===== src/ser_cfg.svh =====
// Constants for the SMI enable and routing block.
// Assumes a single 250 MHz clock and a plain register port.
//
// What this block does
// - Enable bits active high; one passes.
// - En2 bits 0-2 gate mouse, keyboard, infrared.
// - En2 bit 3 reserved; bit 4 gates port line.
// - En2 bit 5 routes group SMI to wake.
// - En2 bit 6 routes group SMI to serirq.
// - En2 bit 7 drives group SMI to pin.
// - En3 bits 0-2 enable gpio 20-22.
// - En3 bit 3 reserved; bits 4-7 gpio 24-26,60.
// - En4 at 0x19 gates further sources.
// - All enables read/write, clear on reset.
`ifndef SER_CFG_SVH
`define SER_CFG_SVH

// ----------------------------------------
// Register offsets and reset values
// ----------------------------------------
`define SER_OFS_EN2 8'h17
`define SER_OFS_EN3 8'h18
`define SER_OFS_EN4 8'h19
`define SER_OFS_IST 8'h1A
`define SER_OFS_IMSK 8'h1B
`define SER_RST_VAL 8'h00

// ----------------------------------------
// Field positions
// ----------------------------------------
`define SER_EN2_SRC_MASK 8'h17
`define SER_EN3_SRC_MASK 8'hF7
`define SER_BIT_WAKE 5
`define SER_BIT_SERIRQ 6
`define SER_BIT_PIN 7
`define SER_IST_RISE 0
`define SER_IST_FALL 1

`endif


===== src/ser_pkg.sv =====
// Types for the SMI enable and routing block.
// Assumes ser_cfg.svh supplies the constants.
package ser_pkg;
  // Group SMI routes, all active high.
  typedef struct packed {
    logic to_wake;
    logic to_serirq;
    logic to_pin;
  } ser_route_t;
endpackage


===== src/ser_smi_route.sv =====
// SMI source gating and group SMI routing with its enable registers.
// Assumes source inputs come from pins and are synchronised here.
`timescale 1ns/1ns
`include "ser_cfg.svh"

module ser_smi_route
  import ser_pkg::*;
#(
  parameter int EXTRA_W = 8
) (
  input wire logic i_clock, // 250 MHz clock
  input wire logic i_sys_rst, // Sync reset, active high
  input wire logic [7:0] i_addr, // Register address
  input wire logic [7:0] i_wdata, // Write data
  input wire logic i_wr, // Write strobe
  input wire logic i_rd, // Read strobe
  output logic [7:0] o_rdata, // Read data, cycle after strobe
  input wire logic [7:0] i_per_src, // Bits 0-2 mouse/kbd/ir, bit 4 port line
  input wire logic [7:0] i_gpio_src, // gpio 20,21,22,-,24,25,26,60
  input wire logic [EXTRA_W-1:0] i_extra_src, // Further sources
  output ser_route_t o_route, // Group SMI to wake and serirq; to_pin stays 0
  output logic o_smi_pin_n, // Dedicated pin level, active low
  output logic o_smi_pin_oe_n, // Pin enable, low while driving
  output logic o_group_smi_out_n, // Group SMI, active low
  output logic o_irq // Block interrupt, level
);

  // ----------------------------------------
  // Input synchronisers
  // ----------------------------------------
  localparam int SW = 16 + EXTRA_W;
  logic [SW-1:0] sync1_reg;
  logic [SW-1:0] sync2_reg;
  always_ff @(posedge i_clock) begin
    if (i_sys_rst) begin
      sync1_reg <= '0;
      sync2_reg <= '0;
    end else begin
      sync1_reg <= {i_extra_src, i_gpio_src, i_per_src};
      sync2_reg <= sync1_reg;
    end
  end

  // ----------------------------------------
  // Enable registers
  // ----------------------------------------
  logic [7:0] en2_reg;
  logic [7:0] en3_reg;
  logic [EXTRA_W-1:0] en4_reg;
  logic [7:0] ist_reg;
  logic [7:0] imsk_reg;
  logic group_reg;
  logic group_next;

  always_ff @(posedge i_clock) begin
    if (i_sys_rst) begin
      en2_reg <= `SER_RST_VAL;
      en3_reg <= `SER_RST_VAL;
      en4_reg <= '0;
    end else if (i_wr) begin
      if (i_addr == `SER_OFS_EN2) begin
        en2_reg <= i_wdata;
      end
      if (i_addr == `SER_OFS_EN3) begin
        en3_reg <= i_wdata;
      end
      if (i_addr == `SER_OFS_EN4) begin
        en4_reg <= i_wdata[EXTRA_W-1:0];
      end
    end
  end

  // ----------------------------------------
  // Source gating
  // ----------------------------------------
  // Reserved bit 3 of the En2 and En3 source bytes is masked, so a stored one there is inert.
  always_comb begin
    group_next = |(sync2_reg[7:0] & en2_reg & `SER_EN2_SRC_MASK)
      | |(sync2_reg[15:8] & en3_reg & `SER_EN3_SRC_MASK)
      | |(sync2_reg[SW-1:16] & en4_reg);
  end

  always_ff @(posedge i_clock) begin
    if (i_sys_rst) begin
      group_reg <= 1'b0;
    end else begin
      group_reg <= group_next;
    end
  end

  // ----------------------------------------
  // Routes
  // ----------------------------------------
  always_ff @(posedge i_clock) begin
    if (i_sys_rst) begin
      o_route <= '0;
      o_smi_pin_n <= 1'b1;
      o_smi_pin_oe_n <= 1'b1;
      o_group_smi_out_n <= 1'b1;
    end else begin
      o_group_smi_out_n <= ~group_next;
      o_route.to_wake <= group_next & en2_reg[`SER_BIT_WAKE];
      o_route.to_serirq <= group_next & en2_reg[`SER_BIT_SERIRQ];
      // The pin stays driven high while disabled so it never floats low.
      o_smi_pin_n <= ~(group_next & en2_reg[`SER_BIT_PIN]);
      o_smi_pin_oe_n <= 1'b0;
    end
  end

  // ----------------------------------------
  // Interrupt status, write one to clear
  // ----------------------------------------
  logic rise_ev;
  logic fall_ev;
  assign rise_ev = group_next & ~group_reg;
  assign fall_ev = ~group_next & group_reg;

  always_ff @(posedge i_clock) begin
    if (i_sys_rst) begin
      ist_reg <= `SER_RST_VAL;
      imsk_reg <= `SER_RST_VAL;
    end else begin
      if (i_wr && i_addr == `SER_OFS_IMSK) begin
        imsk_reg <= i_wdata;
      end
      // A new event wins over a clear in the same cycle.
      ist_reg[`SER_IST_RISE] <= rise_ev | (ist_reg[`SER_IST_RISE]
        & ~(i_wr && i_addr == `SER_OFS_IST && i_wdata[`SER_IST_RISE]));
      ist_reg[`SER_IST_FALL] <= fall_ev | (ist_reg[`SER_IST_FALL]
        & ~(i_wr && i_addr == `SER_OFS_IST && i_wdata[`SER_IST_FALL]));
      ist_reg[7:2] <= '0;
    end
  end

  assign o_irq = |(ist_reg & imsk_reg);

  // ----------------------------------------
  // Read port
  // ----------------------------------------
  always_ff @(posedge i_clock) begin
    if (i_sys_rst) begin
      o_rdata <= '0;
    end else if (i_rd) begin
      unique case (i_addr)
        `SER_OFS_EN2: o_rdata <= en2_reg;
        `SER_OFS_EN3: o_rdata <= en3_reg;
        `SER_OFS_EN4: o_rdata <= 8'(en4_reg);
        `SER_OFS_IST: o_rdata <= ist_reg;
        `SER_OFS_IMSK: o_rdata <= imsk_reg;
        default: o_rdata <= 8'h00;
      endcase
    end else begin
      o_rdata <= '0;
    end
  end

  // ----------------------------------------
  // Checks
  // ----------------------------------------
  en_reset_a: assert property (@(posedge i_clock)
    $past(i_sys_rst) |-> en2_reg == 8'h00 && en3_reg == 8'h00)
    else $error("enable not cleared by reset");
  pin_off_a: assert property (@(posedge i_clock) disable iff (i_sys_rst)
    !$past(en2_reg[`SER_BIT_PIN]) |-> o_smi_pin_n)
    else $error("pin asserted while route off");
  wake_route_a: assert property (@(posedge i_clock) disable iff (i_sys_rst)
    o_route.to_wake |-> $past(en2_reg[`SER_BIT_WAKE]) && !o_group_smi_out_n)
    else $error("wake route without enable");
  serirq_route_a: assert property (@(posedge i_clock) disable iff (i_sys_rst)
    o_route.to_serirq |-> $past(en2_reg[`SER_BIT_SERIRQ]))
    else $error("serirq route without enable");
  per_gate_a: assert property (@(posedge i_clock) disable iff (i_sys_rst)
    (en3_reg == 8'h00 && en4_reg == '0
      && (en2_reg & sync2_reg[7:0] & `SER_EN2_SRC_MASK) != 8'h00)
    |=> group_reg)
    else $error("enabled peripheral source lost");
  rsvd_bit_a: assert property (@(posedge i_clock) disable iff (i_sys_rst)
    (en2_reg == 8'h08 && en3_reg == 8'h08 && en4_reg == '0) |=> !group_reg)
    else $error("reserved bit gated a source");
  gpio_gate_a: assert property (@(posedge i_clock) disable iff (i_sys_rst)
    (en3_reg[0] && sync2_reg[8]) |=> group_reg)
    else $error("gpio 20 source lost");
  gpio_hi_a: assert property (@(posedge i_clock) disable iff (i_sys_rst)
    (en3_reg[7] && sync2_reg[15]) |=> group_reg)
    else $error("gpio 60 source lost");
  extra_gate_a: assert property (@(posedge i_clock) disable iff (i_sys_rst)
    (en4_reg[0] && sync2_reg[16]) |=> group_reg)
    else $error("extra source lost");
  group_or_a: assert property (@(posedge i_clock) disable iff (i_sys_rst)
    (en2_reg == 8'h00 && en3_reg == 8'h00 && en4_reg == '0) |=> !group_reg)
    else $error("group set with all enables off");
  active_high_a: assert property (@(posedge i_clock) disable iff (i_sys_rst)
    (en2_reg[0] && sync2_reg[0]) |=> !o_group_smi_out_n)
    else $error("enabled source did not assert group output");

endmodule


===== config.mk =====
export PLATFORM = sky130hd
export DESIGN_NAME = ser_smi_route
export DESIGN_NICKNAME = d
export VERILOG_FILES = /design/src/ser_pkg.sv /design/src/ser_smi_route.sv
export VERILOG_INCLUDE_DIRS = /design/src /design/src/src
export SDC_FILE = /design/constraint.sdc
export NUM_CORES = 1
export LEC_CHECK = 0
export BUFFER_PORTS_ARGS = -buffer_cell sky130_fd_sc_hd__buf_4
export CAP_MARGIN = 15
export CORE_AREA = 2 2 85 87
export DETAILED_ROUTE_END_ITERATION = 10
export DIE_AREA = 0 0 87 89
export PLACE_DENSITY_LB_ADDON = 0.05
export RECOVER_POWER = 50
export SLEW_MARGIN = 20
export SYNTH_ARGS = -nofsm -noshare
export SYNTH_HDL_FRONTEND = slang
export SYNTH_SLANG_ARGS = --single-unit

===== constraint.sdc =====
create_clock -name i_clock -period 2.2 [get_ports i_clock]
set_clock_uncertainty 0.15 [all_clocks]
set_input_delay 0 -clock i_clock [delete_from_list [all_inputs] [get_ports i_clock]]
set_output_delay 0 -clock i_clock [all_outputs]
set_load 0.03 [all_outputs]

# Word-level counts from Yosys, hierarchy flattened
# Cells that the tools add are included.
# word_totals
reg_bits	102
in_bits	44
output_inout_bits	15
word_cells	55
# classes
n_eq_ne	5
mux	2
bitwise	21
n_reduce_logical	12
# op_table
operator	count
$eq 8x5->1 const B	5
$pmux 8 s5	1
$and 8x8->8	3
$reduce_or 8->1	2
$and 1x1->1	7
$reduce_or 7->1	1
$not 1->1	6
$reduce_and 2->1	3
$and 5x5->5	1
$logic_and 1x1->1	4
$or 1x1->1	4
$reduce_or 4->1	1
$reduce_or 2->1	1
$mux 1	1

# Depth between registers and ports, before layout
# Gate-level depths: netlist (run 1).
# logic_depth
ltp_word	7
ltp_mapped	6

# Least setup slack after synthesis (run 1)
# No wires, ideal clock.
# synth_path
path_type	in2reg
from	input i_addr[5]
to	register en4_reg[7]
setup_time_ns	0.128
arrival_time_ns	1.479
slack_ns	0.443
stages	5
cell_sequence	or4b_1 > buf_6 > nor4_4 > mux2i_1 > nor2_1
# synth_via
elab_chain_cells	2
# synth_lines
element	line_no	source
from (decl)	ser_smi_route.sv:13	input wire logic [7:0] i_addr,
$eq 8x5->1	-	
$reduce_and 2->1 (no source line)	-	
to (signal assigned)	ser_smi_route.sv:68	en4_reg <= i_wdata[EXTRA_W-1:0];
to (decl)	ser_smi_route.sv:49	logic [EXTRA_W-1:0] en4_reg;
# No other way between the ends.
# A chain may end at the register's enable or synchronous reset.

# Worst setup path after layout (run 1)
# layout_path
from	input i_wr
to	register en4_reg[6]
# layout_via
elab_chain_cells	1
# layout_lines
element	line_no	source
from (decl)	ser_smi_route.sv:15	input wire logic i_wr,
$reduce_and 2->1 (no source line)	-	
# No other way between the ends.

==> run metrics, run 1 <==
status completed; fin crit share 0.949; post-CTS setup buffer count 0; TNS Setup 0 ns; Ys Warns 0; Layout area overhead 34.6%; initial antenna violation count 0; worst skew pair latency around 0.34 ns; Worst Path Arrival 2.17 ns; Worst R2R Path Depth 4; # setup viols final 0; H-tree depth 3; largest family of logic cells by synthesized area simple AND/OR/NAND/NOR gates; total power 0.00287 W; crit path launch type input pin; DPL Wire Length 4360 microns; syn nets ~340; number of global-route vias before repair 2321; Switch Pwr 0.000608 W; die width 87 microns; f_max ~480 MHz; Net Sw Frac 0.212; adder-cell share of the synthesized area 0; core area around 6700 sq um; diode count 0; CP Class in -> reg; CTS Root Cell clkbuf_8; Hold Crit Class in -> reg; Post-CTS Resized 0; clock buffer count from CTS 9; VDD IR max between 0.0004 and 0.0005 V; Clock Sinks 86; synth unique cells 36; # fillers roughly 600; total track usage 0.190; reg2reg end o_route[2]; Pwr per Cell Area between 600 and 700 nW/um^2; Req. time, crit path ~2.3 ns; vias post-DR 2449; first-pass GRT wire length 11000 microns; port bufs 52; area of the multi-input gates 1280 sq um; Seq cells post-synth 86; Nets approximately 440; post-synthesis simple-gate area fraction 0.210; clock group share of total power 0.372; P_int roughly 0.0023 W; Clock transition at path regs 0.08 ns; Post-Route WL 6760 microns; synthesized area about 3100 sq um; r2r setup slk 0.64 ns; Detailed Route Iter0 Violations 132; post-synthesis mux area share 0.109; Hold Buf Count CTS 43; Die Span Y 89 microns; pins over their slew limit 0; Placed Cells 425; Synth Area in XOR/XNOR 0; Ports 59; most common cell after layout, fill and taps aside dfxtp_1; share of cells above drive strength 1 0.176; max-cap violations 0; drt wl/cell 14.0 microns; hold_sp i_addr[2]; grt ovf 0; Non-Filler Instances 483; GPL Wtd Cong 0.798; Crit Path Max Fanout 10; Final ANT Viol Nets 0; sequential share of the synthesized area 0.557; Max-Slew Margin vs Limit 0.391; largest net degree at the start of global routing 49; die area 7740 sq um; r2r startpoint en3_reg[0]; crit end category flip-flop; Initial Util 0.460; hold worst-path end en4_reg[7]; DRC Markers 0; Syn Area/Cell 10.3 sq um; post-layout minimum cycle time roughly 2.1 ns; Sequential Power Share 0.556; vias per inst 5.07; area fraction in compound gates after synthesis 0.0943; CTS tree done; Hold WS 0.0529 ns; RSZ-0062 raised after global routing false; worst-case clock buffer depth 2; Reg area around 1700 sq um; Logic pwr share 0.071; Hold Path Depth 5; Mapped Cells 299; Core Rows 30; leak pwr 1.61 nW; Worst-Margin Slew 0.913 ns; commonest cells after routing, fill and taps aside 86 x dfxtp_1, 46 x buf_4, 43 x dlygate4sd3_1; drt first pass iters 4; final hold violations 0
[layout make-up]
class,count,share of cell area
sequential,86,0.413
multi-input combinational,192,0.308
timing repair buffer,105,0.205
clock buffer,12,0.0349
tap,80,0.0240
clock inverter,3,0.0105
inverter,5,0.00451
[worst max-delay path, cell delays in order]
cell,delay (ns)
dlygate4sd3_1,0.53
buf_4,0.18
inv_1,0.09
nor4_4,0.37
buf_12,0.18
mux2i_1,0.18
nor2_1,0.06
dlygate4sd3_1,0.57
[Yosys cell counts (all sizes together)]
cell     n  area share
nand3    9       0.015
nand4    3      0.0061
conb     1      0.0012
a41o     1      0.0032
o32ai    2      0.0057
o211ai   1      0.0024
nor2    29       0.035
o21ai    2      0.0032
nand2   21       0.025
nor4     3       0.018
a22oi   14       0.034
nand3b   2      0.0049
clkbuf  14       0.017
nor3     2      0.0069
dfxtp   86        0.56
a31oi    1      0.0020
nand4b   1      0.0028
nor2b   39       0.079
buf      2      0.0061
or4b     1      0.0032
mux2i   27       0.087
a22o     1      0.0028
a222oi   1      0.0032
nand2b   1      0.0020
o311ai   2      0.0057
or3      3      0.0061
mux2     6       0.022
a32oi    1      0.0028
inv      5      0.0061
and4     1      0.0028
o211a    2      0.0065
a21oi   14       0.023
nor4b    1      0.0028
[power by group through the flow]
stage | Combinational (W) | Sequential, W | Clock [W]
2_1_floorplan | 0.0000736 | 0.00163 | 0
3_3_place_gp | 0.000147 | 0.00163 | 0
3_5_place_dp | 0.000148 | 0.00163 | 0
4_1_cts | 0.000204 | 0.00160 | 0.00110
5_1_grt | 0.000222 | 0.00160 | 0.00117
6_report | 0.000204 | 0.00160 | 0.00107
[per-stage QoR]
stage | util | setup WS, ns | instance area [sq um]
3_3_place_gp | 0.536 | 0.322 | 3600
6_report | 0.620 | 0.112 | 4160
3_5_place_dp | 0.536 | 0.317 | 3600
2_1_floorplan | - | 0.443 | 3090
4_1_cts | 0.628 | 0.158 | 4220
5_1_grt | 0.620 | 0.0234 | 4160
[per-layer routing]
layer | wire, microns | vias up | global-route usage | part of all wire
li1 | - | 1230 | - | -
met1 | 3040 | 1122 | 0.241 | 0.45
met2 | 3220 | 79 | 0.310 | 0.48
met3 | 329 | 18 | 0.0397 | 0.049
met4 | 165 | 0 | 0.0909 | 0.024
met5 | 0 | - | 0 | 0
[cell families (layout without fill, tap and decap cells)]
kind of cell	count (synthesis)	count (layout)
AOI/OAI and AO/OA	42	42
buffers and inverters	21	125
DFF	86	86
muxes	33	33
other	1	1
and+or+nand+nor	116	116
[worst max path at each step]
stage / startpoint / endpoint / cells past startpoint
after floorplan: i_addr[5] / en4_reg[7] / 5
after global placement: i_addr[5] / en2_reg[0] / 6
after detailed placement: i_addr[5] / en2_reg[0] / 6
after CTS: i_wr / en4_reg[6] / 8
after global routing: i_addr[1] / o_rdata[4] / 8
final: i_wr / en4_reg[6] / 8
No activity file was read; power rests on OpenSTA's default activity.
==> run 2, diff against run 1 <==
==> constraint.sdc (replaced) <==
create_clock -name i_clock -period 2.25 [get_ports i_clock]
set_clock_uncertainty 0.15 [all_clocks]
set_input_delay 0 -clock i_clock [delete_from_list [all_inputs] [get_ports i_clock]]
set_output_delay 0 -clock i_clock [all_outputs]
set_load 0.03 [all_outputs]
==> run 2 against run 1 <==
Routed wire length decreased by 2.7%. Core utilization grew 0.41 points. Sequential share of layout area down 0.27 points. Final area is 0.66% higher. Final cell count is 0.41% higher. Global-route usage fell by 0.47 points. Critical path type unchanged. Critical endpoint is now en3_reg[5]. Largest power group unchanged.
==> run metrics, run 2 (synthesized netlist as in run 1, its figures left out) <==
Detailed Route Iter0 Violations 197 (was 132); DR WL met3 440 microns (was 329 microns); DRT met1 WL 2960 microns (was 3040 microns); clock buffer count from CTS 9 (unchanged); Non-Filler Instances 485 (was 483); final hold violations 0 (unchanged); TNS Setup 0 ns (unchanged); drt first pass iters 4 (unchanged); Initial Util 0.460 (unchanged); first-pass GRT wire length 10900 microns (was 11000 microns); Crit Path Max Fanout 9 (was 10); most used cell, CP buf_4 (was dlygate4sd3_1); CTS tree done (unchanged); drt wl/cell 13.6 microns (was 14.0 microns); number of global-route vias before repair 2252 (was 2321); Final ANT Viol Nets 0 (unchanged); r2r startpoint en3_reg[4] (was en3_reg[0]); RSZ-0062 raised after global routing false (unchanged); P_int 0.00233 W (was 0.00226 W); status completed (unchanged); Post-Route WL 6580 microns (was 6760 microns); hold worst-path end ist_reg[1] (was en4_reg[7]); WL met2 3050 microns (was 3220 microns); CTS Root Cell clkbuf_8 (unchanged); CP Class in -> reg (unchanged); Top Metal Used met4 (unchanged); Layout area overhead 35.5% (was 34.6%); max-cap violations 0 (unchanged); hold_sp i_addr[2] (unchanged); worst-case clock buffer depth 2 (unchanged); Worst-Margin Slew 0.811 ns (was 0.913 ns); CP bufs+invs 3 (was 5); CP peak stage delay 0.76 ns (was 0.57 ns); diode count 0 (unchanged); worst skew pair latency 0.35 ns (was 0.34 ns); Worst Path Arrival 2.22 ns (was 2.17 ns); Crit path max-delay family simple AND/OR/NAND/NOR gates (was buffers and inverters); fin crit share 0.951; die area 7740 sq um (unchanged); grt ovf 0 (unchanged); Sequential Power Share 0.531 (was 0.556); Req. time, crit path 2.33 ns (was 2.28 ns); commonest cells after routing, fill and taps aside 86 x dfxtp_1, 49 x buf_4, 42 x dlygate4sd3_1 (was 86 x dfxtp_1, 46 x buf_4, 43 x dlygate4sd3_1); die width 87 microns (unchanged); Core Rows 30 (unchanged); Net Sw Frac 0.209 (was 0.212); total track usage 0.185 (was 0.190); critical-path cell list buf_4 -> or4b_1 -> nor4_4 -> buf_4 -> mux2i_1 -> nor2_1 -> dlygate4sd3_1 (was dlygate4sd3_1 -> buf_4 -> inv_1 -> nor4_4 -> buf_12 -> mux2i_1 -> nor2_1 -> dlygate4sd3_1); # setup viols final 0 (unchanged); reg2reg end o_route[2] (unchanged); Placed Cells 427 (was 425); r2r setup slk 0.68 ns (was 0.64 ns); Clock transition at path regs 0.08 ns (about the same); leak pwr 1.64 nW (was 1.61 nW); vias post-DR 2450 (was 2449); Worst R2R Path Depth 4 (unchanged); vias per inst 5.05 (was 5.07); Nets 444 (was 443); Ports 59 (unchanged); port bufs 52 (unchanged); H-tree depth 3 (unchanged); post-layout minimum cycle time 2.14 ns; Hold Buf Count CTS 42 (was 43); GPL Wtd Cong 0.800 (was 0.798); DRC Markers 0 (unchanged); Hold Path Depth 4 (was 5); f_max 467 MHz; Switch Pwr 0.000614 W (was 0.000608 W); Hold Crit Class in -> reg (unchanged); largest net degree at the start of global routing 44 (was 49); Hold WS 0.122 ns (was 0.0529 ns); CP max stage cell or4b_1 (was dlygate4sd3_1); core area 6720 sq um (unchanged); most common cell after layout, fill and taps aside dfxtp_1 (unchanged); crit path launch type input pin (unchanged); VDD IR max 0.000406 V (about the same); Pwr per Cell Area 702 nW/um^2 (was 689 nW/um^2); share of cells above drive strength 1 0.185 (was 0.176); clock group share of total power 0.402 (was 0.372); initial antenna violation count 0 (unchanged); DPL Wire Length 4320 microns (was 4360 microns); Max-Slew Margin vs Limit 0.460 (was 0.391); post-CTS setup buffer count 0 (unchanged); Logic pwr share 0.067 (was 0.071); Clock Sinks 86 (unchanged); pins over their slew limit 0 (unchanged); crit end category flip-flop (unchanged); Post-CTS Resized 0 (unchanged); Die Span Y 89 microns (unchanged)
[run 2: cell types whose count changed in the layout (fill, tap and decap cells not counted), sizes merged]
cell         change
bufinv           +1
buf              +2
clkbuf           -1
inv              -1
dlygate4sd3      -1
clkinv           +2
[run 2: final cells by class]
cell class / instances / area, sq um
well taps: 80 / 100
clock inverters: 5 / 82.6
flip-flops and latches: 86 / 1720
repair buffers: 106 / 846
fillers: 576 / 2530
inverters: 5 / 18.8
multi-input cells: 192 / 1280
clock buffers: 11 / 141
[run 2: power by group through the flow]
stage,logic [W],registers [W],clock network [W]
after floorplan,0.0000720,0.00160,0
after CTS,0.000199,0.00156,0.00121
final,0.000198,0.00156,0.00118
after global routing,0.000218,0.00156,0.00127
after detailed placement,0.000144,0.00160,0
after global placement,0.000143,0.00160,0
[run 2: worst max-delay path by stage]
stage / startpoint / to / slack, ns / cells past startpoint
after global placement: i_addr[5] / en2_reg[0] / 0.26 / 5
after detailed placement: i_addr[5] / en2_reg[0] / 0.25 / 5
after floorplan: i_addr[5] / en4_reg[7] / 0.49 / 5
final: i_addr[5] / en3_reg[5] / 0.11 / 7
after CTS: i_addr[5] / en3_reg[5] / 0.14 / 7
after global routing: i_addr[5] / en3_reg[5] / 0.04 / 7
[run 2: tightest hold or removal path, stage by stage]
cell      delay [ns]
buf_4           0.09
nand3b_1        0.24
o311ai_0        0.17
o21ai_0         0.08
[run 2: per-layer routing]
metal,up-vias,GRT usage
met5,-,0
met3,13,0.0342
met1,1115,0.243
met2,90,0.296
met4,0,0.0895
li1,1232,-
[run 2: per-stage QoR]
step                      cell area, sq um  worst slack [ns]  power [W]   util
after detailed placement              3600             0.255    0.00174  0.536
after CTS                             4250             0.142    0.00297  0.632
after global placement                3600             0.257    0.00174  0.536
after global routing                  4190            0.0406    0.00305  0.624
after floorplan                       3090             0.493    0.00167      -
final                                 4190             0.110    0.00294  0.624
